==> src/mswd_params.svh <==
// constants and timing counts for the switch status serial framing block
// Function
// - select low: take command, shift status out
// - select fall: enable output, capture interrupt, switches
// - select rise: output driver off, high impedance
// - select rise: release interrupt unless new change
// - command word applied only at select rise
// - select reads high when undriven
// - select fall wakes device from sleep
// - wetting pulse lasts 15 to 20 ms
// - interrupt asserted within 16 us of change; the code arms it in normal mode only, never while asleep
// - sleep scan samples inputs 100 to 300 us
// - sleep timers within ten percent of period
// - transfer is exactly 24 serial bits
// - input bit sampled on clock falling edge
// - status bit 24 out on first rising edge
// - both words shifted most significant bit first
`ifndef MSWD_PARAMS_SVH
`define MSWD_PARAMS_SVH
// ----------------------------------------------------------------
// clock and timing
// ----------------------------------------------------------------
`define MSWD_CLK_MHZ 125
`define MSWD_FRAME_BITS 24
`define MSWD_SWITCHES 22
`define MSWD_WET_US 16000
`define MSWD_WET_CYC (`MSWD_WET_US * `MSWD_CLK_MHZ)
`define MSWD_INT_DLY_NS 5000
`define MSWD_INT_DLY_CYC ((`MSWD_INT_DLY_NS * `MSWD_CLK_MHZ) / 1000)
`define MSWD_SCAN_US 200
`define MSWD_SCAN_CYC (`MSWD_SCAN_US * `MSWD_CLK_MHZ)
`define MSWD_SCAN_PERIOD_US 64000
`define MSWD_SCAN_PERIOD_CYC (`MSWD_SCAN_PERIOD_US * `MSWD_CLK_MHZ)
`endif

==> src/mswd_pkg.sv <==
// types shared by the switch status serial framing block
`default_nettype none
package mswd_pkg;
   typedef enum logic [1:0] {mswd_normal, mswd_sleep_idle, mswd_sleep_scan} mswd_mode_e;
endpackage
`default_nettype wire

==> src/mswd_sync.sv <==
// two flip-flop synchroniser for pin inputs
`timescale 1ns/1ns
`default_nettype none
module mswd_sync #(
   parameter int WIDTH = 1,
   parameter logic [WIDTH-1:0] INIT = '0
) (
   // clock and reset
   input wire logic clk,
   input wire logic rst,
   // asynchronous input and synchronised output
   input wire logic [WIDTH-1:0] d,
   output logic [WIDTH-1:0] q
);
   logic [WIDTH-1:0] meta;
   logic [WIDTH-1:0] next_meta;
   logic [WIDTH-1:0] next_q;

   // first stage feeds only the second
   always_comb begin
      next_meta = d;
      next_q = meta;
   end

   always_ff @(posedge clk) begin
      if (rst) begin
         meta <= INIT;
         q <= INIT;
      end else begin
         meta <= next_meta;
         q <= next_q;
      end
   end
endmodule // mswd_sync
`default_nettype wire

==> src/mswd_timer.sv <==
// down counter that times a one-shot interval
`timescale 1ns/1ns
`default_nettype none
module mswd_timer #(
   parameter int WIDTH = 32
) (
   // clock and reset
   input wire logic clk,
   input wire logic rst,
   // control
   input wire logic start,
   input wire logic [WIDTH-1:0] load,
   // status
   output logic busy,
   output logic done
);
   logic [WIDTH-1:0] count;
   logic [WIDTH-1:0] next_count;
   logic next_done;

   // reload on start, count down to zero, pulse done at the end
   always_comb begin
      next_count = count;
      next_done = 1'b0;
      if (start) begin
         next_count = load;
      end else if (count != '0) begin
         next_count = count - {{(WIDTH-1){1'b0}}, 1'b1};
         next_done = (count == {{(WIDTH-1){1'b0}}, 1'b1});
      end
   end

   always_ff @(posedge clk) begin
      if (rst) begin
         count <= '0;
         done <= 1'b0;
      end else begin
         count <= next_count;
         done <= next_done;
      end
   end

   assign busy = (count != '0);
endmodule // mswd_timer
`default_nettype wire

==> src/mswd_core.sv <==
// serial framing, status capture, interrupt and sleep timing of the switch interface
`timescale 1ns/1ns
`default_nettype none
`include "mswd_params.svh"
module mswd_core #(
   parameter int NSW = `MSWD_SWITCHES,
   parameter int WET_CYC = `MSWD_WET_CYC,
   parameter int INT_DLY_CYC = `MSWD_INT_DLY_CYC,
   parameter int SCAN_CYC = `MSWD_SCAN_CYC,
   parameter int SCAN_PERIOD_CYC = `MSWD_SCAN_PERIOD_CYC
) (
   // clock and reset
   input wire logic clk,
   input wire logic rst,
   // serial link pins
   input wire logic cs_n_pin,
   input wire logic cs_n_driven,
   input wire logic sclk,
   input wire logic si,
   output logic so_o,
   output logic so_oe,
   // interrupt open-drain pin
   output logic int_n_o,
   output logic int_n_oe,
   // switch inputs, closed reads as one
   input wire logic [NSW-1:0] sw_in,
   // mode control and flags
   input wire logic sleep_req,
   input wire logic thermal_flag,
   output logic asleep,
   output logic wake_event,
   output logic scan_active,
   output logic wet_active,
   // applied command word
   output logic [`MSWD_FRAME_BITS-1:0] cmd_word,
   output logic cmd_valid
);
   localparam int FB = `MSWD_FRAME_BITS;

   // ----------------------------------------------------------------
   // input synchronisation
   // ----------------------------------------------------------------
   logic cs_raw;
   logic cs_s;
   logic sclk_s;
   logic si_s;
   logic [NSW-1:0] sw_s;

   // undriven select floats high through the pull-up
   assign cs_raw = cs_n_driven ? cs_n_pin : 1'b1;

   mswd_sync #(.WIDTH(1), .INIT(1'b1)) u_cs (.clk(clk), .rst(rst), .d(cs_raw), .q(cs_s));
   mswd_sync #(.WIDTH(1), .INIT(1'b0)) u_sclk (.clk(clk), .rst(rst), .d(sclk), .q(sclk_s));
   mswd_sync #(.WIDTH(1), .INIT(1'b0)) u_si (.clk(clk), .rst(rst), .d(si), .q(si_s));
   mswd_sync #(.WIDTH(NSW), .INIT('0)) u_sw (.clk(clk), .rst(rst), .d(sw_in), .q(sw_s));

   // ----------------------------------------------------------------
   // edge detection
   // ----------------------------------------------------------------
   logic cs_d;
   logic sclk_d;
   logic [NSW-1:0] sw_d;
   logic cs_fall;
   logic cs_rise;
   logic sclk_rise;
   logic sclk_fall;
   logic sw_change;

   always_ff @(posedge clk) begin
      if (rst) begin
         cs_d <= 1'b1;
         sclk_d <= 1'b0;
         sw_d <= '0;
      end else begin
         cs_d <= cs_s;
         sclk_d <= sclk_s;
         sw_d <= sw_s;
      end
   end

   assign cs_fall = cs_d & ~cs_s;
   assign cs_rise = ~cs_d & cs_s;
   // clock edges count only inside a frame
   assign sclk_rise = ~cs_s & ~sclk_d & sclk_s;
   assign sclk_fall = ~cs_s & sclk_d & ~sclk_s;
   assign sw_change = (sw_s != sw_d);

   // ----------------------------------------------------------------
   // shift registers and frame counter
   // ----------------------------------------------------------------
   logic [FB-1:0] rx_sh;
   logic [FB-1:0] tx_sh;
   logic [5:0] bit_cnt;
   logic so_bit;
   logic so_en;
   logic [FB-1:0] next_rx_sh;
   logic [FB-1:0] next_tx_sh;
   logic [5:0] next_bit_cnt;
   logic next_so_bit;
   logic next_so_en;
   logic int_pend;

   // status word: interrupt flag, thermal flag, switch states
   function automatic logic [FB-1:0] status_word(input logic intf, input logic therm,
                                                 input logic [NSW-1:0] sw);
      logic [FB-1:0] w;
      w = '0;
      w[FB-1] = intf;
      w[FB-2] = therm;
      w[NSW-1:0] = sw;
      return w;
   endfunction

   always_comb begin
      next_rx_sh = rx_sh;
      next_tx_sh = tx_sh;
      next_bit_cnt = bit_cnt;
      next_so_bit = so_bit;
      next_so_en = so_en;
      if (cs_fall) begin
         // capture interrupt and switch states, drive output
         next_so_en = 1'b1;
         next_tx_sh = status_word(int_pend, thermal_flag, sw_s);
         next_bit_cnt = '0;
      end else if (cs_rise) begin
         next_so_en = 1'b0;
      end else if (~cs_s) begin
         if (sclk_rise) begin
            // msb leaves first, bit 24 on the first rising edge
            next_so_bit = tx_sh[FB-1];
            next_tx_sh = {tx_sh[FB-2:0], 1'b0};
         end
         if (sclk_fall) begin
            next_rx_sh = {rx_sh[FB-2:0], si_s};
            if (bit_cnt != 6'h3f) begin
               next_bit_cnt = bit_cnt + 6'h01;
            end
         end
      end
   end

   always_ff @(posedge clk) begin
      if (rst) begin
         rx_sh <= '0;
         tx_sh <= '0;
         bit_cnt <= '0;
         so_bit <= 1'b0;
         so_en <= 1'b0;
      end else begin
         rx_sh <= next_rx_sh;
         tx_sh <= next_tx_sh;
         bit_cnt <= next_bit_cnt;
         so_bit <= next_so_bit;
         so_en <= next_so_en;
      end
   end

   assign so_o = so_bit;
   assign so_oe = so_en;

   // ----------------------------------------------------------------
   // command activation
   // ----------------------------------------------------------------
   logic [FB-1:0] next_cmd_word;
   logic next_cmd_valid;

   // only a full 24-bit frame is applied, and only at select rise
   always_comb begin
      next_cmd_word = cmd_word;
      next_cmd_valid = 1'b0;
      if (cs_rise && bit_cnt == 6'(FB)) begin
         next_cmd_word = rx_sh;
         next_cmd_valid = 1'b1;
      end
   end

   always_ff @(posedge clk) begin
      if (rst) begin
         cmd_word <= '0;
         cmd_valid <= 1'b0;
      end else begin
         cmd_word <= next_cmd_word;
         cmd_valid <= next_cmd_valid;
      end
   end

   // ----------------------------------------------------------------
   // interrupt
   // ----------------------------------------------------------------
   logic int_arm;
   logic chg_in_frame;
   logic int_dly_done;
   logic int_dly_busy;
   logic next_int_pend;
   logic next_chg_in_frame;

   assign int_arm = sw_change & ~int_pend & ~int_dly_busy & (asleep == 1'b0);

   // delay from switch change to interrupt, well inside the bound
   mswd_timer #(.WIDTH(32)) u_int_dly (
      .clk(clk), .rst(rst), .start(int_arm), .load(32'(INT_DLY_CYC)),
      .busy(int_dly_busy), .done(int_dly_done));

   // change during a frame keeps the interrupt; set wins over clear
   always_comb begin
      next_int_pend = int_pend;
      next_chg_in_frame = chg_in_frame;
      if (cs_fall) begin
         next_chg_in_frame = 1'b0;
      end else if (~cs_s && sw_change) begin
         next_chg_in_frame = 1'b1;
      end
      if (cs_rise && !chg_in_frame && !sw_change) begin
         next_int_pend = 1'b0;
      end
      if (int_dly_done) begin
         next_int_pend = 1'b1;
      end
   end

   always_ff @(posedge clk) begin
      if (rst) begin
         int_pend <= 1'b0;
         chg_in_frame <= 1'b0;
      end else begin
         int_pend <= next_int_pend;
         chg_in_frame <= next_chg_in_frame;
      end
   end

   assign int_n_o = 1'b0;
   assign int_n_oe = int_pend;

   // ----------------------------------------------------------------
   // mode, sleep scan and wetting pulse
   // ----------------------------------------------------------------
   mswd_pkg::mswd_mode_e mode;
   mswd_pkg::mswd_mode_e next_mode;
   logic scan_done;
   logic scan_busy;
   logic period_done;
   logic scan_start;
   logic period_start;
   logic next_wake_event;
   logic wet_start;

   // scan window and scan period, both derived from the one clock
   mswd_timer #(.WIDTH(32)) u_scan (
      .clk(clk), .rst(rst), .start(scan_start), .load(32'(SCAN_CYC)),
      .busy(scan_busy), .done(scan_done));
   mswd_timer #(.WIDTH(32)) u_period (
      .clk(clk), .rst(rst), .start(period_start), .load(32'(SCAN_PERIOD_CYC)),
      .busy(), .done(period_done));

   always_comb begin
      next_mode = mode;
      scan_start = 1'b0;
      period_start = 1'b0;
      next_wake_event = 1'b0;
      unique case (mode)
         mswd_pkg::mswd_normal: begin
            if (sleep_req && cs_s && !int_pend) begin
               next_mode = mswd_pkg::mswd_sleep_idle;
               period_start = 1'b1;
            end
         end
         mswd_pkg::mswd_sleep_idle: begin
            if (cs_fall) begin
               next_mode = mswd_pkg::mswd_normal;
               next_wake_event = 1'b1;
            end else if (period_done) begin
               next_mode = mswd_pkg::mswd_sleep_scan;
               scan_start = 1'b1;
            end
         end
         mswd_pkg::mswd_sleep_scan: begin
            if (cs_fall) begin
               next_mode = mswd_pkg::mswd_normal;
               next_wake_event = 1'b1;
            end else if (scan_done) begin
               if (sw_change) begin
                  next_mode = mswd_pkg::mswd_normal;
                  next_wake_event = 1'b1;
               end else begin
                  next_mode = mswd_pkg::mswd_sleep_idle;
                  period_start = 1'b1;
               end
            end
         end
      endcase
   end

   always_ff @(posedge clk) begin
      if (rst) begin
         mode <= mswd_pkg::mswd_normal;
         wake_event <= 1'b0;
      end else begin
         mode <= next_mode;
         wake_event <= next_wake_event;
      end
   end

   assign asleep = (mode != mswd_pkg::mswd_normal);
   assign scan_active = (mode == mswd_pkg::mswd_sleep_scan) & scan_busy;

   // wetting pulse starts on each switch change in normal mode
   assign wet_start = sw_change & ~asleep;
   mswd_timer #(.WIDTH(32)) u_wet (
      .clk(clk), .rst(rst), .start(wet_start), .load(32'(WET_CYC)),
      .busy(wet_active), .done());

endmodule // mswd_core
`default_nettype wire

==> config.mk <==
export PLATFORM = sky130hd
export DESIGN_NAME = mswd_core
export DESIGN_NICKNAME = d
export VERILOG_FILES = /design/src/mswd_pkg.sv /design/src/mswd_sync.sv /design/src/mswd_timer.sv /design/src/mswd_core.sv
export VERILOG_INCLUDE_DIRS = /design/src
export SDC_FILE = /design/constraint.sdc
export NUM_CORES = 1
export LEC_CHECK = 0
export ABC_AREA = 1
export BUFFER_PORTS_ARGS = -buffer_cell sky130_fd_sc_hd__clkbuf_2
export CAP_MARGIN = 20
export CORE_ASPECT_RATIO = 2
export CORE_MARGIN = 2
export CORE_UTILIZATION = 51
export CTS_CLUSTER_DIAMETER = 60
export CTS_CLUSTER_SIZE = 10
export DETAILED_ROUTE_END_ITERATION = 10
export HOLD_SLACK_MARGIN = 0.06
export PLACE_DENSITY = 0.75
export SETUP_SLACK_MARGIN = 0.1
export SLEW_MARGIN = 25
export SYNTH_ARGS = -nofsm -noshare
export SYNTH_HDL_FRONTEND = slang
export SYNTH_SLANG_ARGS = --single-unit
export TNS_END_PERCENT = 30
==> constraint.sdc <==
create_clock -name clk -period 2.4 [get_ports clk]
set_clock_uncertainty 0.05 [all_clocks]
set_input_delay 0.24 -clock clk [delete_from_list [all_inputs] [get_ports clk]]
set_output_delay 0.24 -clock clk [all_outputs]
set_load 0.02 [all_outputs]
---- After elaboration in Yosys (flattened, before gate mapping) ----
Cells that the tools add are included.
cells by class
  multiplexer cells ....................... 37
  add/subtract/negate cells ............... 5
  bitwise logic cells ..................... 23
  reduce and logical (&&, ||, !) cells .... 36
  eq/ne operators ......................... 13
operators with widths
  operator                                              count
  nonzero test 32 bit                                   4
  subtractor 32 x 1 -> 32 bit, second input constant    4
  equality test 32 x 1 -> 1 bit, second input constant  3
  2-to-1 mux 24 bit                                     4
  2-to-1 mux 23 bit                                     2
  2-to-1 mux 21 bit                                     2
  2-to-1 mux 15 bit                                     2
  != test 22 bit                                        1
  2-to-1 mux 10 bit                                     2
  2-to-1 mux 1 bit                                      17
  nonzero test 2 bit                                    8
  NOT 1 bit                                             12
  AND reduction 4 bit                                   3
  OR reduction 2 bit                                    6
  bitwise AND 1 bit                                     11
  2-to-1 mux 2 bit                                      5
  OR reduction 3 bit                                    3
  adder 6 x 1 -> 6 bit, second input constant           1
  equality test 6 x 5 -> 1 bit, second input constant   1
  logical AND 1 bit                                     6
  != test 2 bit, second input constant                  3
  != test 3 x 2 -> 1 bit, second input constant         2
  != test 6 bit, second input constant                  1
  case mux 2 bit (3 select lines)                       1
  other kinds (6)                                       10
storage, ports and cells
  logic and storage cells ................. 147
  bits in registers ....................... 291
  output and inout port bits .............. 33
  input bits .............................. 30

---- Logic depth before layout (Yosys ltp) ----
  depth after elaboration ................. 7
  depth in mapped cells ................... 12
  gate-level depth less buffers ........... 12

---- Hierarchy ----
A second synthesis with hierarchy kept.
second synthesis, totals
  cells, all modules ...................... 2358
  area, all modules ....................... 15282.2 µm²
by module, submodules not included
  module                       instances  area each (µm²)  cells each  seq. area each (µm²)
  mswd_timer at u_scan ...     2          2381.0           404         660.6
  mswd_core                    1          4634.4           648         2202.1
  mswd_timer at u_int_dly ...  2          2224.6           373         660.6
  mswd_sync at u_sw            1          1267.5           137         880.8
  mswd_sync at u_sclk ...      2          55.1             6           40.0
  mswd_sync at u_cs            1          58.8             7           40.0

---- Worst setup path after synthesis ----
No wires, ideal clock.
  path kind ............................... register -> register
  start ................................... register u_cs.q
  end ..................................... register u_period.done
  data required time ...................... 2238 ps
  stages on the path, launching flop included .. 9
  arrival time ............................ 1606 ps
  path slack .............................. 632 ps
  buffers on the path ..................... 2
  clock period less this slack ............ 1768 ps
  library setup time ...................... 112 ps
  path through ............................ dfxtp_1 inv_1 ha_1 clkbuf_1 nor2_1 nand4_2 nand3_2 buf_6 nor2_1
between the ends
  longest elaborated chain between the ends .. 5
  elaborated cells on any way between the ends .. 8
  those cells by class .................... mux (3); bitwise (2); reduce/logical (3)
ends and longest elaborated chain
  what                                 line              source
  start: declaration                   mswd_sync.sv:13   output logic [WIDTH-1:0] q
  start signal: assignment             mswd_sync.sv:31   q <= next_q;
  NOT 1 bit (no source line)           n/a
  bitwise AND 1 bit                    mswd_core.sv:81   assign cs_fall = cs_d & ~cs_s;
  via cs_fall                          mswd_core.sv:63   logic cs_fall;
  2-to-1 mux 1 bit                     mswd_core.sv:277  if (cs_fall) begin
  case mux 1 bit (2 select lines)      mswd_core.sv:260  unique case (mode)
  OR reduction 3 bit (no source line)  n/a
  end signal: assignment               mswd_timer.sv:39  done <= next_done;
  end: declaration                     mswd_timer.sv:15  output logic done
The timed path passes the listed nets, and every way through them passes these cells.
A chain may end at the register's enable or synchronous reset.

---- Worst setup path in the final report ----
  start ................................... register u_wet.count[0]
  end ..................................... output wet_active
between the ends
  longest elaborated chain between the ends .. 1
ends and longest elaborated chain
  what                      line              source
  start: declaration        mswd_timer.sv:17  logic [WIDTH-1:0] count;
  start signal: assignment  mswd_timer.sv:38  count <= next_count;
  nonzero test 32 bit       mswd_timer.sv:43  assign busy = (count != '0);
  end: declaration          mswd_core.sv:33   output logic wet_active,
No other way between the ends.

==> metrics.yaml <==
outcome: "finished clean"
synth_area_sq_um: 13400
slew_headroom: 0.483
path_buf_inv: 2
tritoncts: "built"
finalNetCount: 2010
grt_max_degree: 95
cts_buffers: 35
cp-end-kind: "primary output"
fin_crit_ns: 2.22
synthTopCellsByArea: "dfxtp_1 44%, nor2_1 13%, nand2_1 10%"
cts.sinks: 291
fin_area_sq_um: 15200
syn_avg_cell_area_sq_um: 7.15
nFillCells: 2461
dr.pass1.iters: 6
synth_edf_count: 0
synth_top_cell_by_area: "dfxtp_1"
clk_latency_ns: 0.53
peakVddDrop_mv: 0.662
drt-total-wl_mm: 33.4
finalHoldViolations: 0
io_pins: 63
period_share: 0.927
routed_via_density: 5.13
finalSetupViolations: 0
syn_nets: 1918
antenna_cells: 0
globalplace.congestion: 0.993
dp_hpwl_mm: 24.5
htreeDepth: 2
die_h_um: 233
path_delay_family: "simple AND/OR/NAND/NOR gates"
routedWlPerCell_um: 14.5
ys_seq_area_frac: 0.436
die_w_um: 119
io_buffer_count: 61
reg2reg_depth: 8
pwr_density_cell_nw_per_um2: 1370
drive_gt1_frac: 0.112
synth_warnings: 0
grt_pass1_vias: 12142
final.setup.tns_ns: 0
ys_ff_latch: 291
synth_top_area_share: 0.436
yosysMostFrequentCell: "nor2_1"
rsz0062_at_grt: "true"
ant_nets: 0
syn2layout_area_growth_pct: 13.8
syn-instance-count: 1871
fmax_ghz: 0.450
required_ns: 2.11
grt_pass1_wl_mm: 55.6
cts_max_path_buffers: 3
cp_slowest_cell: "dfxtp_1"
critPathMaxFanout: 7
dr_total_vias: 11836
whs_path_depth: 3
fp.coreArea_sq_um: 25800
synth_common_cells: "480 x nor2_1, 374 x nand2_1, 291 x dfxtp_1"
synth_ff_type: "dfxtp_1"
dieArea_sq_um: 27600
hp-class: "input pin to flip-flop"
crit_chain: "inv_2 > ha_1 > nand2_1 > nor2_4 > nand4_1 > clkbuf_2"
grt_overflow: 0
worstMarginPinSlew_ns: 0.774
synth_cell_types: 44
drt_iter0_drc: 528
cp.arrival_ns: 1.93
grt_usage: 0.246
antenna_found_initial: 0
slew_viol_final: 0
p_leak_uw: 0.00701
multi_input_area_sq_um: 6640
critPathKind: "flip-flop to primary output"
row_count: 83
synth_async_sr_flop_share: 0
cp.depth: 6
cp_slowest_stage_delay_ns: 0.33
placed_cell_area_sq_um: 14000
sequential_cell_area_sq_um: 5830
start_kind: "flip-flop"
start_util: 0.519
drcViolationCount: 0
maxCapViolations: 0
root_buffer: "clkbuf_16"
path_clk_slew_ns: 0.05
stage by stage:
stage          hold WS (ns)  setup WS, ns   util  instances  power [uW]
6_report              0.148         0.176  0.591       2306       20800
5_1_grt               0.177        0.0607  0.591       2306       22400
4_1_cts               0.125        0.0804  0.591       2306       20800
3_5_place_dp          0.345         0.230  0.543       2238       16200
3_3_place_gp          0.341         0.297  0.543       2238       16000
2_1_floorplan         0.276         0.632      -       1871       14000
layer usage:
| metal | share of wire | up-vias | GRT usage |
|---|---|---|---|
| met1 | 0.35 | 5357 | 0.222 |
| met5 | 0 | - | 0 |
| met2 | 0.54 | 291 | 0.492 |
| li1 | - | 6027 | - |
| met3 | 0.032 | 161 | 0.0304 |
| met4 | 0.080 | 0 | 0.178 |
worst paths after layout:
kind / start / end / slack [ns]
hold / removal: rst / cs_d / 0.15
hold reg to reg: u_sw.meta[17] / u_sw.q[17] / 0.35
setup / recovery: u_wet.count[0] / wet_active / 0.18
setup reg to reg: u_int_dly.count[24] / u_int_dly.count[12] / 0.35
layout by cell type, fill, tap and decap left out, types with 2 or more instances in the layout:
cell             n
clkbuf_2        60
nand2_1        374
clkinv_8         2
nand3_4          2
xnor2_1         58
clkbuf_16       35
inv_1          151
nor2_1         480
nor2_2          15
or2_2           10
nand4_2          2
o21ai_0         85
o21bai_1         3
nor3_2           6
ha_1            17
inv_2           23
nor4_1           2
a21oi_2          3
a21oi_1         41
a31oi_1         25
nor3_1          28
xor2_1          35
nand3_1         83
buf_4           19
dfxtp_1        291
nand3b_1         5
o21ai_1          2
dlygate4sd3_1   27
nor2_4          26
a31o_2           3
nand4_1         33
nand2_2          4
nand2_4          2
worst register-to-register path: cells and delay by family (launching register included):
family           cells  cell delay [ns]
flip-flops           1             0.34
AND/OR/NAND/NOR      8             1.53
where the power goes:
group | total [uW] | internal [uW] | switching [uW]
Sequential | 6490 | 5660 | 833
Combinational | 9790 | 3360 | 6420
Clock | 4560 | 2620 | 1940
final cells by class:
class	instances	share of cell area
Multi-Input combinational cell	1353	0.436
Timing Repair Buffer	107	0.0482
Tap cell	340	0.0279
Sequential cell	291	0.383
Clock buffer	36	0.0578
Inverter	175	0.0431
Clock inverter	4	0.00403
cell families after synthesis:
family,count (synthesis),synth area share
AND/OR/NAND/NOR,1078,0.351
flip-flops,291,0.436
buffers and inverters,227,0.0694
AO/OA/AOI/OAI,164,0.0665
XOR/XNOR,93,0.0609
adder cells (fa/ha/maj),17,0.0159
other,1,0.000280
state kept, by name, summed over array words and instances (netlist names), 2 cells and up:
register / cells
bit_cnt: 6
cmd_word: 24
mode: 2
rx_sh: 24
sw_d: 22
tx_sh: 24
u_int_dly.count: 32
u_period.count: 32
u_scan.count: 32
u_sw.meta: 22
u_sw.q: 22
u_wet.count: 32
repair_timing:
| item | in CTS | in global routing |
|---|---|---|
| endpoints found under the setup margin | 2 | 11 |
| hold buffers | 27 | 0 |
| pin swaps | 1 | 1 |
| buffers inserted | 1 | 0 |
| gates resized for setup | 0 | 2 |
| hold endpoints to repair | 26 | 0 |
Note: power is estimated with default switching activity, not from simulation.
